==> src/inc/lpmrt_pkg.sv <==
// Constants shared by the self refresh, refresh masking, mode register read
// and temperature status logic of the memory device.
// Assumes a single 200 MHz core clock on which the controller pins are sampled.
package lpmrt_pkg;
   // Clock rate
   localparam int unsigned CLK_PERIOD_PS = 5000;

   // Temperature status refresh: longest time, rounded down to cycles
   localparam int unsigned SENSOR_UPD_MS = 16;
   localparam int unsigned SENSOR_UPD_CYCLES =
      int'((64'(SENSOR_UPD_MS) * 64'd1000000000) / 64'(CLK_PERIOD_PS));

   // Self refresh exit interval: least time, rounded up to cycles
   localparam int unsigned SR_EXIT_NS = 140;
   localparam int unsigned SR_EXIT_CYCLES =
      (SR_EXIT_NS * 1000 + CLK_PERIOD_PS - 1) / CLK_PERIOD_PS;

   // Internal refresh pacing while in self refresh
   localparam int unsigned SR_TICK_CYCLES = 64;

   // Read path
   localparam int unsigned READ_LATENCY_DEF = 3;
   localparam int unsigned BURST_BEATS = 4;

   // Array organisation
   localparam int unsigned NUM_BANKS = 8;
   localparam int unsigned NUM_SEGS = 8;
   localparam int unsigned DQ_WIDTH = 32;
   localparam int unsigned DQS_WIDTH = 4;
   localparam int unsigned TEMP_W = 3;

   // Command encodings on the rising edge bus bits
   localparam logic [3:0] CMD_MODE_REG_READ = 4'h8;
   localparam logic [3:0] CMD_MODE_REG_WRITE = 4'h0;
   localparam logic [2:0] CMD_SELF_REF = 3'h4;

   // Field positions on the command/address bus
   localparam int unsigned CA_RISE_ADDR_LSB = 4;
   localparam int unsigned CA_FALL_ADDR_LSB = 0;
   localparam int unsigned CA_FALL_DATA_LSB = 2;

   // Mode register addresses
   localparam logic [7:0] MA_TEMPERATURE_STATUS = 8'h04;
   localparam logic [7:0] MA_BANK_REFRESH_MASK = 8'h10;
   localparam logic [7:0] MA_SEGMENT_REFRESH_MASK = 8'h11;
   localparam logic [7:0] MA_CALIB_PATTERN_A = 8'h20;
   localparam logic [7:0] MA_CALIB_PATTERN_B = 8'h28;

   // Calibration patterns, bit n is beat n
   localparam logic [3:0] CALIB_PATTERN_A_BEATS = 4'h5;
   localparam logic [3:0] CALIB_PATTERN_B_BEATS = 4'hC;

   // Reset values
   localparam logic [7:0] BANK_MASK_RESET = 8'h00;
   localparam logic [7:0] SEG_MASK_RESET = 8'h00;
   localparam logic [2:0] TEMP_STATUS_RESET = 3'h0;

   // Power state of the device
   typedef enum logic [1:0] {
      PWR_IDLE,
      PWR_SELF_REF,
      PWR_EXIT_WAIT
   } lpmrt_pwr_e;
endpackage : lpmrt_pkg

==> src/logic/lpmrt_mask.sv <==
// Refresh region map: which bank and segment pairs stay refreshed.
// Assumes mask bits of one mean masked; purely combinational.
`timescale 1ns/1ps
module lpmrt_mask #(
   parameter int unsigned NUM_BANKS = lpmrt_pkg::NUM_BANKS,
   parameter int unsigned NUM_SEGS = lpmrt_pkg::NUM_SEGS
) (
   input wire logic [NUM_BANKS-1:0] bank_mask_i,
   input wire logic [NUM_SEGS-1:0] seg_mask_i,
   output logic [NUM_BANKS*NUM_SEGS-1:0] region_en_o
);
   import lpmrt_pkg::*;

   // One enable per region; index is bank * segments + segment
   for (genvar b = 0; b < NUM_BANKS; b++) begin : g_bank
      for (genvar s = 0; s < NUM_SEGS; s++) begin : g_seg
         // Same segment bit applies in every bank; both must be unmasked
         assign region_en_o[b*NUM_SEGS+s] = ~bank_mask_i[b] & ~seg_mask_i[s];
      end
   end
endmodule : lpmrt_mask

==> src/logic/lpmrt_top.sv <==
// Device-side self refresh, partial array refresh masking, mode register
// read path, temperature status and calibration pattern readout.
// Assumes the controller drives cke, chip select and the command/address
// bus synchronously to clk_i; the temperature code arrives asynchronously.
`timescale 1ns/1ps
module lpmrt_top #(
   parameter int unsigned READ_LATENCY = lpmrt_pkg::READ_LATENCY_DEF,
   parameter int unsigned SR_EXIT_CYCLES = lpmrt_pkg::SR_EXIT_CYCLES,
   parameter int unsigned SR_TICK_CYCLES = lpmrt_pkg::SR_TICK_CYCLES,
   parameter int unsigned SENSOR_UPD_CYCLES = lpmrt_pkg::SENSOR_UPD_CYCLES
) (
   input wire logic clk_i,
   input wire logic rst_i,
   input wire logic cke_i,
   input wire logic cs_n_i,
   input wire logic [9:0] ca_rise_i,
   input wire logic [9:0] ca_fall_i,
   input wire logic [lpmrt_pkg::TEMP_W-1:0] temp_sense_i,
   output logic [lpmrt_pkg::DQ_WIDTH-1:0] dq_o,
   output logic dq_oe_n_o,
   output logic [lpmrt_pkg::DQS_WIDTH-1:0] dqs_o,
   output logic dqs_oe_n_o,
   output logic cmd_ready_o,
   output logic self_refresh_o,
   output logic refresh_o,
   output logic [2:0] refresh_bank_o,
   output logic [2:0] refresh_seg_o
);
   import lpmrt_pkg::*;

   localparam int RL_D = int'(READ_LATENCY);
   localparam int EXIT_D = int'(SR_EXIT_CYCLES);
   localparam int RL_P1 = RL_D + 1;

   lpmrt_pwr_e pwr, next_pwr;
   logic cke_q, next_cke_q;
   logic [15:0] exit_cnt, next_exit_cnt;
   logic [7:0] bank_mask, next_bank_mask;
   logic [7:0] seg_mask, next_seg_mask;
   logic [TEMP_W-1:0] temp_sync1, temp_sync2, temp_status, next_temp_status;
   logic [31:0] upd_cnt, next_upd_cnt;
   logic rd_pend, next_rd_pend;
   logic rd_burst, next_rd_burst;
   logic [3:0] rd_wait, next_rd_wait;
   logic [1:0] rd_beat, next_rd_beat;
   logic [7:0] rd_word, next_rd_word;
   logic [3:0] rd_pat, next_rd_pat;
   logic rd_cal, next_rd_cal;
   logic [DQ_WIDTH-1:0] next_dq;
   logic next_oe_n;
   logic [DQS_WIDTH-1:0] next_dqs;
   logic [15:0] tick_cnt, next_tick_cnt;
   logic [5:0] region_ptr, next_region_ptr;
   logic next_refresh;
   logic [2:0] next_ref_bank, next_ref_seg;
   logic [NUM_BANKS*NUM_SEGS-1:0] region_en;
   logic [7:0] cmd_addr;
   logic cmd_live, is_read, is_write, is_sref, rd_accept, exit_event;

   // Command decode; only the idle state takes valid commands
   assign cmd_live = (pwr == PWR_IDLE) && cke_q && !cs_n_i;
   assign cmd_addr = {ca_fall_i[CA_FALL_ADDR_LSB +: 2], ca_rise_i[CA_RISE_ADDR_LSB +: 6]};
   assign is_read = cmd_live && cke_i && (ca_rise_i[3:0] == CMD_MODE_REG_READ);
   assign is_write = cmd_live && cke_i && (ca_rise_i[3:0] == CMD_MODE_REG_WRITE);
   // Entry refused while a read burst is still on the wires
   assign is_sref = cmd_live && !cke_i && (ca_rise_i[2:0] == CMD_SELF_REF) &&
                    !rd_pend && !rd_burst;
   // A read that lands on a busy read path is dropped so the burst stays whole
   assign rd_accept = is_read && !rd_pend && !rd_burst;
   assign exit_event = (pwr == PWR_SELF_REF) && cke_i;

   assign cmd_ready_o = (pwr == PWR_IDLE);
   assign self_refresh_o = (pwr == PWR_SELF_REF);

   // Power state: entry, self refresh and the exit interval
   always_comb begin
      next_pwr = pwr;
      next_exit_cnt = exit_cnt;
      next_cke_q = cke_i;
      unique case (pwr)
         PWR_IDLE: begin
            if (is_sref) begin
               next_pwr = PWR_SELF_REF;
            end
         end
         PWR_SELF_REF: begin
            // Interval starts on the edge that sees cke high
            if (cke_i) begin
               next_pwr = PWR_EXIT_WAIT;
               next_exit_cnt = 16'(SR_EXIT_CYCLES - 1);
            end
         end
         PWR_EXIT_WAIT: begin
            // Commands are ignored until the count runs out
            if (exit_cnt == 16'h0000) begin
               next_pwr = PWR_IDLE;
            end else begin
               next_exit_cnt = exit_cnt - 16'h0001;
            end
         end
      endcase
   end

   always_ff @(posedge clk_i) begin
      if (rst_i) begin
         pwr <= PWR_IDLE;
         exit_cnt <= 16'h0000;
         cke_q <= 1'b0;
      end else begin
         pwr <= next_pwr;
         exit_cnt <= next_exit_cnt;
         cke_q <= next_cke_q;
      end
   end

   // Refresh masks; write-only, so reads of them return zero
   always_comb begin
      next_bank_mask = bank_mask;
      next_seg_mask = seg_mask;
      if (is_write && cmd_addr == MA_BANK_REFRESH_MASK) begin
         next_bank_mask = ca_fall_i[CA_FALL_DATA_LSB +: 8];
      end
      if (is_write && cmd_addr == MA_SEGMENT_REFRESH_MASK) begin
         next_seg_mask = ca_fall_i[CA_FALL_DATA_LSB +: 8];
      end
   end

   always_ff @(posedge clk_i) begin
      if (rst_i) begin
         bank_mask <= BANK_MASK_RESET;
         seg_mask <= SEG_MASK_RESET;
      end else begin
         bank_mask <= next_bank_mask;
         seg_mask <= next_seg_mask;
      end
   end

   // Temperature status: periodic update plus a forced one on exit
   always_comb begin
      next_temp_status = temp_status;
      next_upd_cnt = upd_cnt + 32'h0000_0001;
      if (exit_event || upd_cnt >= 32'(SENSOR_UPD_CYCLES - 1)) begin
         next_temp_status = temp_sync2;
         next_upd_cnt = 32'h0000_0000;
      end
   end

   // The first sync stage feeds only the second
   always_ff @(posedge clk_i) begin
      if (rst_i) begin
         temp_sync1 <= TEMP_STATUS_RESET;
         temp_sync2 <= TEMP_STATUS_RESET;
         temp_status <= TEMP_STATUS_RESET;
         upd_cnt <= 32'h0000_0000;
      end else begin
         temp_sync1 <= temp_sense_i;
         temp_sync2 <= temp_sync1;
         temp_status <= next_temp_status;
         upd_cnt <= next_upd_cnt;
      end
   end

   // Data of one beat: pattern on every line, or register byte on beat 0
   function automatic logic [DQ_WIDTH-1:0] beat_data(input logic cal, input logic [3:0] pat,
                                                     input logic [7:0] word,
                                                     input logic [1:0] beat);
      logic [DQ_WIDTH-1:0] d;
      d = '0;
      if (cal) begin
         d = {DQ_WIDTH{pat[beat]}};
      end else if (beat == 2'h0) begin
         d = {{(DQ_WIDTH-8){1'b0}}, word};
      end
      return d;
   endfunction : beat_data

   // Read path: latency wait, then four beats with toggling strobes
   always_comb begin
      next_rd_pend = rd_pend;
      next_rd_burst = rd_burst;
      next_rd_wait = rd_wait;
      next_rd_beat = rd_beat;
      next_rd_word = rd_word;
      next_rd_pat = rd_pat;
      next_rd_cal = rd_cal;
      next_dq = '0;
      next_oe_n = 1'b1;
      if (rd_accept) begin
         // Register contents are captured at the command edge
         next_rd_pend = 1'b1;
         next_rd_wait = 4'(READ_LATENCY - 1);
         next_rd_cal = (cmd_addr == MA_CALIB_PATTERN_A) || (cmd_addr == MA_CALIB_PATTERN_B);
         next_rd_pat = (cmd_addr == MA_CALIB_PATTERN_A) ? CALIB_PATTERN_A_BEATS :
                       CALIB_PATTERN_B_BEATS;
         next_rd_word = (cmd_addr == MA_TEMPERATURE_STATUS) ?
                        {{(8-TEMP_W){1'b0}}, temp_status} : 8'h00;
      end else if (rd_pend) begin
         if (rd_wait == 4'h0) begin
            next_rd_pend = 1'b0;
            next_rd_burst = 1'b1;
            next_rd_beat = 2'h0;
            next_dq = beat_data(rd_cal, rd_pat, rd_word, 2'h0);
            next_oe_n = 1'b0;
         end else begin
            next_rd_wait = rd_wait - 4'h1;
         end
      end else if (rd_burst) begin
         if (rd_beat == 2'(BURST_BEATS - 1)) begin
            next_rd_burst = 1'b0;
         end else begin
            next_rd_beat = rd_beat + 2'h1;
            next_dq = beat_data(rd_cal, rd_pat, rd_word, rd_beat + 2'h1);
            next_oe_n = 1'b0;
         end
      end
      // Strobe high on even beats, low on odd ones, on every lane
      next_dqs = next_oe_n ? '0 : {DQS_WIDTH{~next_rd_beat[0]}};
   end

   always_ff @(posedge clk_i) begin
      if (rst_i) begin
         rd_pend <= 1'b0;
         rd_burst <= 1'b0;
         rd_wait <= 4'h0;
         rd_beat <= 2'h0;
         rd_word <= 8'h00;
         rd_pat <= 4'h0;
         rd_cal <= 1'b0;
         dq_o <= '0;
         dq_oe_n_o <= 1'b1;
         dqs_o <= '0;
         dqs_oe_n_o <= 1'b1;
      end else begin
         rd_pend <= next_rd_pend;
         rd_burst <= next_rd_burst;
         rd_wait <= next_rd_wait;
         rd_beat <= next_rd_beat;
         rd_word <= next_rd_word;
         rd_pat <= next_rd_pat;
         rd_cal <= next_rd_cal;
         dq_o <= next_dq;
         dq_oe_n_o <= next_oe_n;
         dqs_o <= next_dqs;
         dqs_oe_n_o <= next_oe_n;
      end
   end

   lpmrt_mask #(
      .NUM_BANKS(NUM_BANKS),
      .NUM_SEGS(NUM_SEGS)
   ) u_mask (
      .bank_mask_i(bank_mask),
      .seg_mask_i(seg_mask),
      .region_en_o(region_en)
   );

   // Self refresh walker: visits every region, pulses only unmasked ones
   always_comb begin
      next_tick_cnt = 16'h0000;
      next_region_ptr = region_ptr;
      next_refresh = 1'b0;
      next_ref_bank = refresh_bank_o;
      next_ref_seg = refresh_seg_o;
      // No pulse on the exit edge, so a refresh never lands outside self refresh
      if (pwr == PWR_SELF_REF && !cke_i) begin
         next_tick_cnt = tick_cnt + 16'h0001;
         if (tick_cnt >= 16'(SR_TICK_CYCLES - 1)) begin
            next_tick_cnt = 16'h0000;
            next_region_ptr = region_ptr + 6'h01;
            next_refresh = region_en[region_ptr];
            next_ref_bank = region_ptr[5:3];
            next_ref_seg = region_ptr[2:0];
         end
      end
   end

   always_ff @(posedge clk_i) begin
      if (rst_i) begin
         tick_cnt <= 16'h0000;
         region_ptr <= 6'h00;
         refresh_o <= 1'b0;
         refresh_bank_o <= 3'h0;
         refresh_seg_o <= 3'h0;
      end else begin
         tick_cnt <= next_tick_cnt;
         region_ptr <= next_region_ptr;
         refresh_o <= next_refresh;
         refresh_bank_o <= next_ref_bank;
         refresh_seg_o <= next_ref_seg;
      end
   end

   // Cycles since the exit edge, so the whole interval is checked, not only its end
   logic [15:0] exit_age, next_exit_age;
   always_comb begin
      next_exit_age = 16'h0000;
      if (exit_event) begin
         next_exit_age = 16'h0001;
      end else if (exit_age != 16'h0000 && exit_age <= 16'(SR_EXIT_CYCLES)) begin
         next_exit_age = exit_age + 16'h0001;
      end
   end

   always_ff @(posedge clk_i) begin
      if (rst_i) begin
         exit_age <= 16'h0000;
      end else begin
         exit_age <= next_exit_age;
      end
   end
endmodule : lpmrt_top

==> config.mk <==
export PLATFORM = sky130hd
export DESIGN_NAME = lpmrt_top
export DESIGN_NICKNAME = d
export VERILOG_FILES = /design/src/inc/lpmrt_pkg.sv /design/src/logic/lpmrt_mask.sv /design/src/logic/lpmrt_top.sv
export SDC_FILE = /design/constraint.sdc
export NUM_CORES = 1
export LEC_CHECK = 0
export ABC_AREA = 1
export BUFFER_PORTS_ARGS = -buffer_cell sky130_fd_sc_hd__buf_2
export CAP_MARGIN = 20
export CORE_MARGIN = 2
export CORE_UTILIZATION = 64
export DETAILED_ROUTE_END_ITERATION = 8
export PLACE_DENSITY = 0.92
export REMOVE_ABC_BUFFERS = 1
export SLEW_MARGIN = 25
export SYNTH_ARGS = -nofsm -noshare
export SYNTH_HDL_FRONTEND = slang
export SYNTH_HIERARCHICAL = 1
export SYNTH_SLANG_ARGS = --single-unit
==> constraint.sdc <==
create_clock -name clk_i -period 3.7 [get_ports clk_i]
set_clock_uncertainty 0.2 [all_clocks]
set_input_delay 0.185 -clock clk_i [delete_from_list [all_inputs] [get_ports clk_i]]
set_output_delay 0.185 -clock clk_i [all_outputs]
set_load 0.01 [all_outputs]
## Yosys cells after proc, flatten, opt, wreduce, memory -nomap -nowiden

Cells that the tools add are included.

- $add $sub $neg: 6
- $mul: 0
- Div/mod/pow operators: 0
- Magnitude comparators: 4
- Equal/unequal tests: 17
- Shift operators: 0
- Mux-type cells: 39
- Bitwise gates (word level): 85
- Reductions and logical operators: 41

Operator list:

| operator | count |
|---|---|
| $mux W32 | 6 |
| $and A1 B1 Y1 | 64 |
| $add A32 B1 Y32 const B | 1 |
| $ge A32 B22 Y1 const B | 1 |
| $mux W16 | 2 |
| $pmux W16 S2 | 1 |
| $not A1 Y1 | 21 |
| $mux W2 | 10 |
| $add A16 B1 Y16 const B | 1 |
| $eq A8 B5 Y1 const B | 2 |
| $eq A8 B6 Y1 const B | 2 |
| $ge A16 B6 Y1 const B | 1 |
| $logic_not A16 Y1 | 1 |
| $sub A16 B1 Y16 const B | 1 |
| $logic_and A1 B1 Y1 | 15 |
| $mux W1 | 14 |
| $ne A2 B2 Y1 const B | 5 |
| $eq A8 B3 Y1 const B | 1 |
| $logic_not A4 Y1 | 2 |
| $mux W8 | 1 |
| $reduce_and A2 Y1 | 4 |
| $lt A6 B7 Y1 const B | 1 |
| $add A6 B1 Y6 const B | 1 |
| $bmux W1 S6 | 1 |
| 20 further kinds | 33 |

- Bits in registers: 160
- Bits in latches: 0
- Bits in writable memories: 0
- Bits in read-only memories: 0
- Input bits: 27
- Word-level logic and storage cells: 218
- Memories kept: 0

## Logic depth before layout (Yosys ltp)

- Depth after elaboration: 9
- Mapped depth: 12
- Gate-level depth less buffers: 11

## Cells and area by module

Netlist, hierarchy kept.

By module, submodules not included:

| module | times used | cells each | area each (um^2) | seq. area each (um^2) |
|---|---|---|---|---|
| lpmrt_top | 1 | 907 | 6286.0 | 2522.4 |
| lpmrt_mask | 1 | 80 | 561.8 | 0.0 |

## Least setup slack after synthesis

No wires, ideal clock.

- Path kind: register to register
- Start point: register pwr[0]
- End point: register seg_mask[0]
- Setup time: 0.132 ns
- Data arrival time: 1.570 ns
- Setup slack: 1.798 ns
- Stages on the path, launching flop included: 10
- Path through: dfxtp_1 inv_1 ha_1 nand2_1 nor2_2 nand2_2 nor4_4 nand2_1 nand2_1 a21oi_1

- Longest elaborated chain between the ends: 6

Ends and longest elaborated chain:

| element | RTL line | text |
|---|---|---|
| start, declared | lpmrt_top.sv:35 | `lpmrt_pwr_e pwr, next_pwr;` |
| start signal, assigned | lpmrt_top.sv:110 | `pwr <= next_pwr;` |
| $logic_not A2 Y1 | - |  |
| net cmd_ready_o | lpmrt_top.sv:23 | `output logic cmd_ready_o,` |
| $logic_and A1 B1 Y1 (2 in series) | lpmrt_top.sv:61 | `assign cmd_live = (pwr == PWR_IDLE) && cke_q && !cs_n_i;` |
| $logic_and A1 B1 Y1 (2 in series) | lpmrt_top.sv:64 | `assign is_write = cmd_live && cke_i && (ca_rise_i[3:0] == CMD_MODE_REG_WRITE);` |
| $logic_and A1 B1 Y1 | lpmrt_top.sv:123 | `if (is_write && cmd_addr == MA_SEGMENT_REFRESH_MASK) begin` |
| end signal, assigned | lpmrt_top.sv:134 | `seg_mask <= next_seg_mask;` |
| end, declared | lpmrt_top.sv:39 | `logic [7:0] seg_mask, next_seg_mask;` |

The timed path passes the listed nets, and every way through them passes these cells.
A chain may end at the register's enable or synchronous reset.

## Final worst setup path

- Start point: input ca_rise_i[6]
- End point: register seg_mask[1]

- Longest elaborated chain between the ends: 2

Ends and longest elaborated chain:

| element | RTL line | text |
|---|---|---|
| start, declared | lpmrt_top.sv:16 | `input wire logic [9:0] ca_rise_i,` |
| $eq A8 B5 Y1 | lpmrt_top.sv:123 |  |
| $logic_and A1 B1 Y1 | lpmrt_top.sv:123 |  |

No other way between the ends.

==> qor.csv <==
metric,value,unit
Slew headroom,36.82,%
first-pass GRT wire length,29330,um
H-tree depth,4,
mux share of post-synthesis cell area,0,%
worst slack at placement,1549,ps
Hold WC Path Type,in -> reg,
Core Area,10370,um2
final setup vio count,0,
Min Hold Slack,16.73,ps
crit path launch type,primary input,
Finished Layout Cells,1214,
Required @ worst endpoint,3940,ps
Filler cells,672,
minimum clock period,2878,ps
crit path kind,in -> reg,
largest net degree at the start of global routing,50,
Die Wd,107.4,um
Leak,3.533,nW
GR Overflow Total,0,
Row Count,37,
worst skew pair latency,520,ps
Layout Area Growth over Synthesis,15.37,%
ANT cells,0,
worst vdd ir,0.0003436,V
Setup TNS,0,ps
gr usage total,31.69,%
sw frac,30.47,%
Worst Path Arrival,3120,ps
Pwr Density,492.5,nW/um2
asr flop ratio synth,0,%
final hold violations,0,
most common flop cell mapped by yosys,dfxtp_1,
register area share after synthesis,36.84,%
Die Area,11540,um2
share of layout cells above drive strength 1,17.63,%
Tightest Pin Transition,946.6,ps
initial drt markers,534,
Total Wirelength,17640,um
1st-pass router iterations,6,
syn avg cell area,6.938,um2
outcome,"complete, no violations",
Pins Over Slew Limit,0,
"Clk pin slew, worst setup/hold paths",60,ps
vias in the first global route,6287,
Clk network pwr share,43.3,%
area share of the largest cell type after synthesis,36.84,%
I/O pin count,74,
RD Place Congestion,0.8736,
initial antenna violation count,0,
Yosys top cell by area,dfxtp_1,
antenna-violating nets left,0,
DP HPWL,9946,um
height of the die,107.4,um
CTS tree,built,
Post-Syn Area,6848,um2
Vias/cell,5.486,
max-cap violation count,0,
Internal Pwr Total,0.002705,W
Post-synth EDFFs,0,
dpl cells,1148,
Seq pwr share,37.4,%
CP endpoint kind,flip-flop,
NumNets Final,1104,
clock sink total,126,
Post-Syn Instances,987,
CTS Buf Count,17,
Net Switching,0.001186,W
clock buffer depth,2,
RSZ-0062 raised after global routing,no,
Max Fclk,347.4,MHz
synth top area cells,"dfxtp_1, nand2_1, nor2_1",
Synth Area in Compound Gates,6.980,%
Combinational Power Share,19.2,%
Post-Synth XOR/XNOR Area,3.581,%
yosys warns,6,
Final Worst Setup Slack,821.5,ps
DRC violations left,0,
Final Cycle Share,77.80,%
Yosys cell types,41,
number of buffers inserted by port buffering,73,
synthesized-area fraction occupied by adder cells,2.193,%
CTS root buf,clkbuf_8,
Initial Util,66.04,%
vias,6660,
Seq cells post-synth,126,
Synth Area in Simple Gates,36.96,%
Worst Path Max Fanout,9,
largest family of logic cells by synthesized area,simple AND/OR/NAND/NOR gates,
post-cts resize count,0,
drt wl/cell,14.53,um
==> power by group through the flow <==
| stage | Combinational, W | Sequential (W) | Clock (W) |
|---|---|---|---|
| 6_report | 0.000749 | 0.00146 | 0.00169 |
| 5_1_grt | 0.000838 | 0.00146 | 0.00175 |
| 4_1_cts | 0.000728 | 0.00145 | 0.00168 |
| 3_5_place_dp | 0.000676 | 0.00148 | 0 |
| 3_3_place_gp | 0.000662 | 0.00148 | 0 |
| 2_1_floorplan | 0.000487 | 0.00149 | 0 |
==> cell usage in the layout, fill, tap and decap left out, drive strengths merged <==
master,n
a31oi,1
o21a,1
nor3b,3
inv,105
conb,20
o211ai,1
a21oi,55
xor2,20
nor3,14
a211oi,1
ha,12
xnor2,8
nand2,231
or2,9
clkinvlp,2
o211a,1
nand3b,1
nand3,85
nand4,16
clkinv,4
dlygate4sd3,34
nor4,5
o31ai,3
and3,1
a22oi,1
dfxtp,126
buf,79
o21ai,23
a21o,1
nor2,192
bufinv,3
clkbuf,20
==> flip-flops by register name, indices dropped and copies added (netlist names), 4 cells and up <==
| register | flops |
|---|---|
| bank_mask | 8 |
| dq_o | 4 |
| exit_cnt | 16 |
| rd_wait | 4 |
| region_ptr | 6 |
| seg_mask | 8 |
| tick_cnt | 16 |
| upd_cnt | 32 |
==> synth_stat cells, types with 2 or more instances <==
master and n:
a21oi_1 54, buf_2 10, buf_4 40, buf_6 13
clkbuf_1 10, dfxtp_1 126, ha_1 12, inv_1 101
nand2_1 228, nand2_2 3, nand3_1 84, nand4_1 15
nor2_1 125, nor2_2 67, nor3_1 13, nor3b_1 2
nor4_1 4, o21ai_0 23, o31ai_1 3, or2_0 2
or2_1 3, or2_2 4, xnor2_1 8, xor2_1 20
==> layout make-up <==
type	instances	area (um2)	share of cell area, %
sequential	126	2522	31.93
tap	136	170.2	2.154
multi-input combinational	705	3480	44.04
inverter	102	382.9	4.846
timing repair buffer	113	750.7	9.503
clock inverter	12	158.9	2.011
clock buffer	20	435.4	5.512
==> worst paths after layout <==
path | from | endpoint | slack (ps) | cells past startpoint
worst min register to register | temp_sync1[0] | temp_sync2[0] | 200 | 2
worst max-delay path | ca_rise_i[6] | seg_mask[1] | 820 | 9
worst max register to register | pwr[0] | seg_mask[1] | 1220 | 10
worst min-delay path | cs_n_i | pwr[0] | 20 | 6
==> routing by layer <==
layer,track usage (%),up-vias,routed length [um]
met3,6.416,72,1401
met1,38.44,3022,7120
met4,15.29,0,639
li1,-,3207,-
met5,0,-,0
met2,53.66,359,8476
==> critical path: stages <==
cell and delay [ps]:
dlygate4sd3_1 540, buf_2 130, inv_1 110, nand3_1 90, dlygate4sd3_1 560, nor2_1 560, nand3_1 180, dlygate4sd3_1 600
a21oi_1 170
==> cell families after synthesis <==
| family | Yosys count |
|---|---|
| AND/OR/NAND/NOR | 557 |
| buffers and inverters | 175 |
| flip-flops | 126 |
| AO/OA/AOI/OAI | 88 |
| XOR/XNOR | 28 |
| adder cells (fa/ha/maj) | 12 |
| other | 1 |
==> what timing repair did <==
action / 4_1_cts / 5_1_grt
endpoints found under the hold margin: 37 / 0
hold buffers: 34 / 0
buffers inserted: 0 / 0
==> per-stage QoR <==
step / utilization, % / area, um2 / power, W
detailed placement: 67.17 / 6965 / 0.002156
floorplan: - / 6385 / 0.001979
global placement: 67.17 / 6965 / 0.002141
CTS: 76.18 / 7900 / 0.003863
global route: 76.18 / 7900 / 0.004049
finish: 76.18 / 7900 / 0.003891
Note: power is estimated with default switching activity, not from simulation.
